$ cat src/logic/sci_tx_params.svh
`ifndef SCI_TX_PARAMS_SVH
`define SCI_TX_PARAMS_SVH

// Register byte offsets
`define OFS_CONTROL_ONE   8'h00
`define OFS_CONTROL_TWO   8'h04
`define OFS_STATUS_ONE    8'h08
`define OFS_DATA_HIGH     8'h0C
`define OFS_DATA_LOW      8'h10
`define OFS_BAUD_DIV      8'h14
`define OFS_PIN_OUT       8'h18
`define OFS_PIN_DIR       8'h1C

// control_one fields
`define C1_WORD_LONG      0
`define C1_PARITY_ON      1
`define C1_PARITY_ODD     2
// control_two fields
`define C2_TX_ON          0
`define C2_SEND_BREAK     1
`define C2_TX_EMPTY_IRQ   2
// status_one fields
`define S1_TX_BUF_EMPTY   0
`define S1_TX_DONE        1
// Port bit that carries the transmit pin
`define PIN_TX_BIT        1

// Reset values
`define RST_BAUD_DIV      16'h0001
`define RST_BYTE          8'h00

// Bit timing in baud ticks
`define SUB_LAST          4'hF
`define STAGE_SUB         4'h8

// Frame lengths in bits
`define LEN_SHORT         4'hA
`define LEN_LONG          4'hB
`define LEN_ONE           4'h1

// AXI responses
`define RESP_OKAY         2'h0
`define RESP_SLVERR       2'h2

`endif

$ cat src/logic/sci_tx_pkg.sv
package sci_tx_pkg;

  // Shift engine state, one-hot
  typedef enum logic [1:0] {
    ST_IDLE  = 2'b01,
    ST_SHIFT = 2'b10
  } tx_state_t;

endpackage : sci_tx_pkg

$ cat src/logic/baud_tick_gen.sv
`timescale 1ns/1ns
`include "sci_tx_params.svh"

module baud_tick_gen #(
  parameter int DIV_W = 16
) (
  input  wire logic             aclk,
  input  wire logic             aresetn,
  input  wire logic [DIV_W-1:0] divisor,
  output logic                  tick
);

  logic [DIV_W-1:0] cnt;
  wire  logic       at_end;

  // A divisor of zero behaves as one, so the tick never stops
  assign at_end = ({1'b0, cnt} + {{DIV_W{1'b0}}, 1'b1}) >= {1'b0, divisor};

  // Free-running divider, one tick per wrap
  always_ff @(posedge aclk) begin
    if (!aresetn) begin
      cnt  <= '0;
      tick <= 1'b0;
    end else if (at_end) begin
      cnt  <= '0;
      tick <= 1'b1;
    end else begin
      cnt  <= cnt + 1'b1;
      tick <= 1'b0;
    end
  end

endmodule : baud_tick_gen

$ cat src/logic/async_serial_transmitter.sv
// What this block, its software and receivers do
// Ten-bit frames short, eleven-bit frames long
// Ninth bit comes from tx_ninth_bit
// One start bit, one stop bit
// Parity goes into top data bit
// tx_on rising loads preamble of ones
// After preamble, data framed start/stop shifts
// Each transfer sets buffer empty, may interrupt
// Transfer happens 9/16 into stop bit
// Status read then data write loads word
// Pin idles high between frames
// tx_on low when idle releases pin
// tx_on low mid-frame: finish, then release
// Software waits for empty before disabling
// Off-on toggle mid-frame queues idle frame
// Toggle must land before stop bit
// Message gap: wait, toggle, then write
// send_break repeats all-zero frames
// After break, at least one one
// Receivers see zero frames as break
// Idle frame is all ones, word length
// Port registers hold pin after release
// Sixteen baud ticks per bit
// tx_ninth_bit kept after transmission
// Data shifts least significant bit first
// tx_done low while anything shifts
`timescale 1ns/1ns
`include "sci_tx_params.svh"

module async_serial_transmitter
  import sci_tx_pkg::*;
#(
  parameter int DIV_W = 16
) (
  input  wire logic        aclk,
  input  wire logic        aresetn,
  input  wire logic [7:0]  awaddr,
  input  wire logic        awvalid,
  output logic             awready,
  input  wire logic [31:0] wdata,
  input  wire logic [3:0]  wstrb,
  input  wire logic        wvalid,
  output logic             wready,
  output logic [1:0]       bresp,
  output logic             bvalid,
  input  wire logic        bready,
  input  wire logic [7:0]  araddr,
  input  wire logic        arvalid,
  output logic             arready,
  output logic [31:0]      rdata,
  output logic [1:0]       rresp,
  output logic             rvalid,
  input  wire logic        rready,
  output logic             tx_pin_o,
  output logic             tx_pin_oe,
  output logic             tx_irq
);

  if (DIV_W < 2 || DIV_W > 16) begin : g_bad_div
    $error("DIV_W must lie between 2 and 16");
  end

  function automatic logic reg_mapped(input logic [7:0] a);
    return a == `OFS_CONTROL_ONE || a == `OFS_CONTROL_TWO || a == `OFS_STATUS_ONE ||
           a == `OFS_DATA_HIGH || a == `OFS_DATA_LOW || a == `OFS_BAUD_DIV ||
           a == `OFS_PIN_OUT || a == `OFS_PIN_DIR;
  endfunction : reg_mapped

  function automatic logic [3:0] frame_len(input logic long_word);
    return long_word ? `LEN_LONG : `LEN_SHORT;
  endfunction : frame_len

  // Start bit at bit 0, data LSB first, stop bit(s) above
  function automatic logic [10:0] build_data(input logic       long_word,
                                             input logic       par_on,
                                             input logic       par_odd,
                                             input logic       ninth,
                                             input logic [7:0] low);
    logic [8:0] d;
    d = {ninth, low};
    if (long_word) begin
      if (par_on) d[8] = (^d[7:0]) ^ par_odd;
      return {1'b1, d, 1'b0};
    end
    if (par_on) d[7] = (^d[6:0]) ^ par_odd;
    return {2'b11, d[7:0], 1'b0};
  endfunction : build_data

  // Software-visible state, plus the internal clear_armed flag
  logic [2:0]       control_one;
  logic             tx_on;
  logic             send_break;
  logic             tx_empty_irq_en;
  logic             tx_ninth_bit;
  logic [7:0]       data_low_reg;
  logic [DIV_W-1:0] baud_div;
  logic [7:0]       pin_out_reg;
  logic [7:0]       pin_dir_reg;
  logic             tx_buffer_empty;
  logic             tx_done;
  logic             clear_armed;

  // Bus holding registers
  logic [7:0]       aw_addr_q;
  logic [31:0]      w_data_q;
  logic [3:0]       w_strb_q;

  // Shift engine
  tx_state_t        state;
  logic [10:0]      shreg;
  logic [3:0]       bits_left;
  logic [3:0]       sub;
  logic             staged;
  logic [10:0]      staged_frame;
  logic             pre_pend;
  logic             one_pend;
  wire  logic       tick;

  baud_tick_gen #(.DIV_W(DIV_W)) u_baud (
    .aclk    (aclk),
    .aresetn (aresetn),
    .divisor (baud_div),
    .tick    (tick)
  );

  // Write and read decode
  wire logic        wr_fire  = !awready && !wready && !bvalid;
  wire logic        wr_lane  = wr_fire && w_strb_q[0];
  wire logic        wr_c1    = wr_lane && aw_addr_q == `OFS_CONTROL_ONE;
  wire logic        wr_c2    = wr_lane && aw_addr_q == `OFS_CONTROL_TWO;
  wire logic        wr_dh    = wr_lane && aw_addr_q == `OFS_DATA_HIGH;
  wire logic        wr_dl    = wr_lane && aw_addr_q == `OFS_DATA_LOW;
  wire logic        wr_div   = wr_lane && aw_addr_q == `OFS_BAUD_DIV;
  wire logic        wr_pout  = wr_lane && aw_addr_q == `OFS_PIN_OUT;
  wire logic        wr_pdir  = wr_lane && aw_addr_q == `OFS_PIN_DIR;
  wire logic        rd_fire  = arvalid && arready;
  wire logic        rd_stat  = rd_fire && araddr == `OFS_STATUS_ONE;
  wire logic        tx_on_up = wr_c2 && w_data_q[`C2_TX_ON] && !tx_on;
  wire logic [31:0] rd_word  =
      (araddr == `OFS_CONTROL_ONE) ? {29'h0, control_one} :
      (araddr == `OFS_CONTROL_TWO) ? {29'h0, tx_empty_irq_en, send_break, tx_on} :
      (araddr == `OFS_STATUS_ONE)  ? {30'h0, tx_done, tx_buffer_empty} :
      (araddr == `OFS_DATA_HIGH)   ? {31'h0, tx_ninth_bit} :
      (araddr == `OFS_DATA_LOW)    ? {24'h0, data_low_reg} :
      (araddr == `OFS_BAUD_DIV)    ? 32'(baud_div) :
      (araddr == `OFS_PIN_OUT)     ? {24'h0, pin_out_reg} :
      (araddr == `OFS_PIN_DIR)     ? {24'h0, pin_dir_reg} : 32'h0;

  // Frame sequencing decisions
  wire logic        busy      = state == ST_SHIFT;
  wire logic        last_bit  = busy && bits_left == `LEN_ONE;
  wire logic        frame_end = last_bit && tick && sub == `SUB_LAST;
  wire logic        one_need  = one_pend && !send_break;
  wire logic        data_ok   = tx_on && !pre_pend && !send_break && !one_pend &&
                                !tx_buffer_empty;
  wire logic        stage_now = last_bit && tick && sub == `STAGE_SUB && !staged &&
                                data_ok;
  wire logic        start_ok  = tx_on && (!busy || frame_end);
  wire logic        load_one  = start_ok && !staged && one_need;
  wire logic        load_pre  = start_ok && !staged && !one_need && pre_pend;
  wire logic        load_brk  = start_ok && !staged && !one_need && !pre_pend && send_break;
  wire logic        load_dat  = start_ok && (staged || (!one_need && !pre_pend &&
                                !send_break && !tx_buffer_empty));
  wire logic        load_any  = load_one || load_pre || load_brk || load_dat;
  wire logic        discard   = !tx_on && (!busy || frame_end);
  wire logic [10:0] built     = build_data(control_one[`C1_WORD_LONG],
                                           control_one[`C1_PARITY_ON],
                                           control_one[`C1_PARITY_ODD],
                                           tx_ninth_bit, data_low_reg);
  wire logic [10:0] load_frame =
      load_dat ? (staged ? staged_frame : built) :
      load_brk ? 11'h000 : 11'h7FF;
  wire logic [3:0]  load_len  = load_one ? `LEN_ONE : frame_len(control_one[`C1_WORD_LONG]);

  // Write channel: address and data are taken in either order
  always_ff @(posedge aclk) begin
    if (!aresetn) begin
      awready   <= 1'b1;
      wready    <= 1'b1;
      bvalid    <= 1'b0;
      bresp     <= `RESP_OKAY;
      aw_addr_q <= 8'h00;
      w_data_q  <= 32'h0;
      w_strb_q  <= 4'h0;
    end else begin
      if (awvalid && awready) begin
        awready   <= 1'b0;
        aw_addr_q <= awaddr;
      end
      if (wvalid && wready) begin
        wready   <= 1'b0;
        w_data_q <= wdata;
        w_strb_q <= wstrb;
      end
      if (wr_fire) begin
        bvalid <= 1'b1;
        bresp  <= reg_mapped(aw_addr_q) ? `RESP_OKAY : `RESP_SLVERR;
      end
      if (bvalid && bready) begin
        bvalid  <= 1'b0;
        awready <= 1'b1;
        wready  <= 1'b1;
      end
    end
  end

  // Read channel: one request at a time, answer one cycle later
  always_ff @(posedge aclk) begin
    if (!aresetn) begin
      arready <= 1'b1;
      rvalid  <= 1'b0;
      rdata   <= 32'h0;
      rresp   <= `RESP_OKAY;
    end else if (rd_fire) begin
      arready <= 1'b0;
      rvalid  <= 1'b1;
      rdata   <= rd_word;
      rresp   <= reg_mapped(araddr) ? `RESP_OKAY : `RESP_SLVERR;
    end else if (rvalid && rready) begin
      rvalid  <= 1'b0;
      arready <= 1'b1;
    end
  end

  // Plain control registers; tx_ninth_bit only changes on a write
  always_ff @(posedge aclk) begin
    if (!aresetn) begin
      control_one     <= 3'h0;
      tx_on           <= 1'b0;
      send_break      <= 1'b0;
      tx_empty_irq_en <= 1'b0;
      tx_ninth_bit    <= 1'b0;
      data_low_reg    <= `RST_BYTE;
      baud_div        <= DIV_W'(`RST_BAUD_DIV);
      pin_out_reg     <= `RST_BYTE;
      pin_dir_reg     <= `RST_BYTE;
    end else begin
      if (wr_c1) control_one <= w_data_q[2:0];
      if (wr_c2) begin
        tx_on           <= w_data_q[`C2_TX_ON];
        send_break      <= w_data_q[`C2_SEND_BREAK];
        tx_empty_irq_en <= w_data_q[`C2_TX_EMPTY_IRQ];
      end
      if (wr_dh) tx_ninth_bit <= w_data_q[0];
      if (wr_dl) data_low_reg <= w_data_q[7:0];
      if (wr_div) baud_div <= w_data_q[DIV_W-1:0];
      if (wr_pout) pin_out_reg <= w_data_q[7:0];
      if (wr_pdir) pin_dir_reg <= w_data_q[7:0];
    end
  end

  // Buffer flag: the data write clears it, a transfer or discard sets it and wins
  always_ff @(posedge aclk) begin
    if (!aresetn) begin
      tx_buffer_empty <= 1'b1;
      clear_armed     <= 1'b0;
    end else begin
      if (rd_stat && tx_buffer_empty) clear_armed <= 1'b1;
      if (wr_dl && clear_armed) begin
        tx_buffer_empty <= 1'b0;
        clear_armed     <= 1'b0;
      end
      if (stage_now || (load_dat && !staged)) tx_buffer_empty <= 1'b1;
      if (discard) tx_buffer_empty <= 1'b1;
    end
  end

  // Preamble and post-break requests
  always_ff @(posedge aclk) begin
    if (!aresetn) begin
      pre_pend <= 1'b0;
      one_pend <= 1'b0;
    end else begin
      if (load_pre || (!tx_on && !busy)) pre_pend <= 1'b0;
      if (tx_on_up) pre_pend <= 1'b1;
      if (load_one || (!tx_on && !busy)) one_pend <= 1'b0;
      if (load_brk) one_pend <= 1'b1;
    end
  end

  // Next word is framed early, in the stop bit of the frame on the line
  always_ff @(posedge aclk) begin
    if (!aresetn) begin
      staged       <= 1'b0;
      staged_frame <= 11'h7FF;
    end else if (stage_now) begin
      staged       <= 1'b1;
      staged_frame <= built;
    end else if (load_dat || discard) begin
      staged       <= 1'b0;
    end
  end

  // Shift engine, one bit per sixteen baud ticks
  always_ff @(posedge aclk) begin
    if (!aresetn) begin
      state     <= ST_IDLE;
      shreg     <= 11'h7FF;
      bits_left <= 4'h0;
      sub       <= 4'h0;
    end else if (load_any) begin
      state     <= ST_SHIFT;
      shreg     <= load_frame;
      bits_left <= load_len;
      sub       <= 4'h0;
    end else if (frame_end) begin
      state     <= ST_IDLE;
    end else if (busy && tick) begin
      sub <= sub + 1'b1;
      if (sub == `SUB_LAST) begin
        shreg     <= {1'b1, shreg[10:1]};
        bits_left <= bits_left - 1'b1;
      end
    end
  end

  // Pin drive and flags, all registered
  always_ff @(posedge aclk) begin
    if (!aresetn) begin
      tx_pin_o  <= 1'b0;
      tx_pin_oe <= 1'b0;
      tx_done   <= 1'b1;
      tx_irq    <= 1'b0;
    end else begin
      tx_pin_o  <= busy ? shreg[0] : (tx_on | pin_out_reg[`PIN_TX_BIT]);
      tx_pin_oe <= busy | tx_on | pin_dir_reg[`PIN_TX_BIT];
      tx_done   <= !busy && !load_any && tx_buffer_empty && !pre_pend;
      tx_irq    <= tx_buffer_empty && tx_empty_irq_en;
    end
  end
endmodule : async_serial_transmitter

$ cat config.mk
export PLATFORM = sky130hd
export DESIGN_NAME = async_serial_transmitter
export DESIGN_NICKNAME = d
export VERILOG_FILES = /design/src/logic/sci_tx_pkg.sv /design/src/logic/baud_tick_gen.sv /design/src/logic/async_serial_transmitter.sv
export VERILOG_INCLUDE_DIRS = /design/src /design/src/logic
export SDC_FILE = /design/constraint.sdc
export NUM_CORES = 1
export LEC_CHECK = 0
export ABC_AREA = 1
export BUFFER_PORTS_ARGS = -buffer_cell sky130_fd_sc_hd__buf_4
export CAP_MARGIN = 20
export CORE_ASPECT_RATIO = 0.6
export CORE_MARGIN = 2
export CORE_UTILIZATION = 45
export DETAILED_ROUTE_END_ITERATION = 8
export GPL_TIMING_DRIVEN = 0
export PLACE_DENSITY = 0.73
export SYNTH_ARGS = -nofsm -noshare
export SYNTH_HDL_FRONTEND = slang
export SYNTH_SLANG_ARGS = --single-unit
$ cat constraint.sdc
create_clock -name aclk -period 3.25 [get_ports aclk]
set_clock_uncertainty 0.2 [all_clocks]
set_input_delay 0.1625 -clock aclk [delete_from_list [all_inputs] [get_ports aclk]]
set_output_delay 0.1625 -clock aclk [all_outputs]
set_load 0.05 [all_outputs]
==> summary.md <==
| Metric | Value |
|---|---|
| YS warnings | 0 |
| Sw Share | 25.3% |
| Global route overflow | 0 |
| Dominant synthesized flop cell | dfxtp_1 |
| H-Tree Depth | 4 |
| Pwr/cell area | 478 nW/µm² |
| Setup total negative slack | 0 ns |
| Max-slew headroom | 44.9% |
| Final setup violation count | 0 |
| Crit-path max cell delay | 0.38 ns |
| First-pass GRT wire length | 32800 µm |
| Worst-path clk slew | 0.07 ns |
| Final Critical Period | 3.02 ns |
| Hold path cells | 3 |
| R2R cell count | 18 |
| Critical Path Start Type | register |
| Drt via density | 5.26 |
| Total power | 4360 µW |
| Placed cells | 1284 |
| Number of fill cells | 1502 |
| Leak | 0.00396 µW |
| Worst path most repeated cell | nand2_1 |
| DR pass1 iterations | 6 |
| Status | finished clean |
| Sequential Power Share | 44.3% |
| Root buffer cell | clkbuf_16 |
| Endpoint with the worst hold slack | w_strb_q[0] |
| Peak supply drop | 0.000309 V |
| Crit Path Max Fanout | 10 |
| Worst EP required | 3.42 ns |
| GP Congestion | 0.975 |
| Fin util | 56.7% |
| Remaining DRCs | 0 |
| Initial Utilization | 45.7% |
| Slew @ Worst Pin | 0.827 ns |
| DR iter-0 viols | 802 |
| Share of cells above drive strength 1 | 16.1% |
| Total wire length | 21000 µm |
| # nets final | 1207 |
| IO Port Bufs | 64 |
| Vias in the first global route | 6146 |
| Register area share after synthesis | 41.4% |
| Setup slack, reg-to-reg | 0.23 ns |
| Post-route insts no fill | 1348 |
| Reg2reg end | u_baud.cnt[0] |
| Post-DRT Antenna Nets | 0 |
| Initial antenna violation count | 0 |
| Tcrit/Tclk final | 92.9% |
| Internal | 3250 µW |
| Crit Reg-Reg Startpoint | u_baud.cnt[0] |
| Arrival @ worst endpoint | 3.19 ns |
| Wire per inst | 15.6 µm |
| Gate power share | 8.0% |
| WS Path Type | register to register |
| Unique masters post-synth | 50 |
| Syn-to-layout area delta | 24.1% |
| Die X | 169 µm |
| Setup crit end kind | register |
| Most common cell after layout, fill and taps aside | nand2_1 |
| # diodes | 0 |
| Type of the worst min-delay path | input pin to register |
| Core ar. | 16100 µm² |
| Rows | 36 |
| Slew Limit Fails | 0 |
| GRT Overall Usage | 24.5% |
| CP Cell Sequence | ha_1, nand2_1, nor2_4, nand3_4, nor2_4, nand2_2, o21ai_0, nand2_1, inv_1, ha_1, inv_1, nor3_1, a211oi_2, nand2_1, nand2_1, nand4_2, buf_6, nor2_2 |
| Yosys reg bits | 152 |
| Largest net degree at the start of global routing | 17 |
| Sw Pwr | 1100 µW |
| Die footprint | 17400 µm² |
| Via count | 7093 |
| Io pins | 103 |
| Worst Path Buf+Inv | 3 |
| Mapped Area | 7340 µm² |
| Instance count of the mapped netlist | 994 |
| Die Y | 103 µm |
| CTS tree | done |
| CTS Buffer Depth | 2 |
| Maxcap violations | 0 |
| Launch point of the worst hold path | wvalid |
| Asr flop ratio synth | 0% |
| Worst-Skew Late Latency | 0.43 ns |
| Clk pwr share | 47.6% |
| Hold Fails Final Rpt | 0 |
| Fin Hold WS | 0.0175 ns |
| Synthesized area per cell | 7.39 µm² |
| CTS sink count | 152 |
| F_max | 331 MHz |
| TritonCTS Buffers | 17 |
| Detailed placement HPWL | 15600 µm |
| Post-synth EDFFs | 0 |
| CP max-delay cell | dfxtp_2 |
| Top delay family on crit path | simple AND/OR/NAND/NOR gates |
| Most frequent cells in the layout | nand2_1, dfxtp_1, inv_1, a21oi_1, buf_4 |
[final cells by class]
cell class | instances | area [µm²] | area share, %
clock inverter | 13 | 169 | 1.85
multi-input combinational | 668 | 3570 | 39.2
inverter | 139 | 522 | 5.73
sequential | 152 | 3040 | 33.4
clock buffer | 18 | 439 | 4.82
buffer | 52 | 303 | 3.32
timing repair buffer | 97 | 806 | 8.84
tap | 209 | 262 | 2.87
[cell usage after synthesis (2+ instances only)]
cell type / n / share of area [%]
ha_1: 21 / 3.6
a211oi_1: 19 / 1.9
nand3_2: 2 / 0.27
a21oi_1: 102 / 7.0
buf_4: 22 / 2.2
nand3_1: 57 / 3.9
and3_1: 2 / 0.17
nand2_4: 2 / 0.31
nand4_2: 2 / 0.34
nand4_1: 5 / 0.43
inv_2: 5 / 0.26
buf_6: 3 / 0.46
dfxtp_1: 152 / 41
xnor2_1: 2 / 0.24
o21ai_1: 2 / 0.14
nor4_1: 2 / 0.17
nand3_4: 2 / 0.48
buf_2: 2 / 0.14
inv_1: 133 / 6.8
nor3_2: 3 / 0.41
o21ai_0: 88 / 6.0
nor3_1: 12 / 0.82
a21oi_2: 2 / 0.24
o22ai_1: 7 / 0.60
a21o_1: 6 / 0.61
nor2_1: 64 / 3.3
a31oi_1: 3 / 0.26
nor2_2: 17 / 1.4
nor4_2: 2 / 0.34
xor2_1: 13 / 1.6
o21a_1: 3 / 0.31
clkbuf_1: 25 / 1.3
nor2_4: 4 / 0.61
nand2_2: 5 / 0.43
nand2_1: 186 / 9.5
or2_2: 3 / 0.26
[logic make-up (layout without fill, tap and decap cells)]
group	Yosys count	after routing	share of synthesized area, %
adder cells (fa/ha/maj)	21	21	3.58
other	1	18	0.0511
XOR/XNOR	15	15	1.79
AO/OA/AOI/OAI	239	239	18.0
AND/OR/NAND/NOR	375	375	23.9
flip-flops	152	152	41.4
buffers and inverters	191	319	11.2
[per-layer routing]
metal / global-route usage [%] / routed length, µm
met1: 39.0 / 10800
met2: 31.1 / 7700
met3: 6.72 / 2270
met4: 6.56 / 222
met5: 0 / 0
[worst min-delay path, delay by kind of cell]
family          cells  cell delay [ns]
simple gates        1             0.16
buf+inv             1             0.20
compound gates      1             0.07
[what timing repair did]
action,in CTS,in global routing
setup endpoints to repair,10,17
hold endpoints to repair,33,0
hold buffers,31,0
setup buffers,2,0
gates resized for setup,1,7
pin swaps,1,0
[power by group through the flow]
stage,Clock [µW],Sequential (µW),Combinational [µW]
floorplan,0,1980,186
global placement,0,1970,307
detailed placement,0,1970,309
CTS,2080,1930,341
global route,2170,1930,375
finish,2080,1930,350
[metrics by stage]
stage | setup slack, ns | area [µm²]
floorplan | 0.435 | 7410
global placement | 0.0192 | 8150
detailed placement | -0.0350 | 8150
CTS | 0.119 | 9090
global route | -0.00143 | 9110
finish | 0.230 | 9110
[how the worst max path moves through the flow]
stage	startpoint	endpoint	depth (start not counted)
floorplan	u_baud.cnt[0]	u_baud.cnt[9]	16
global placement	u_baud.cnt[0]	u_baud.cnt[9]	15
detailed placement	u_baud.cnt[0]	u_baud.cnt[0]	17
CTS	u_baud.cnt[0]	u_baud.cnt[0]	16
global route	u_baud.cnt[0]	u_baud.cnt[7]	18
finish	u_baud.cnt[0]	u_baud.cnt[0]	18
(Power assumes the default switching activity.)
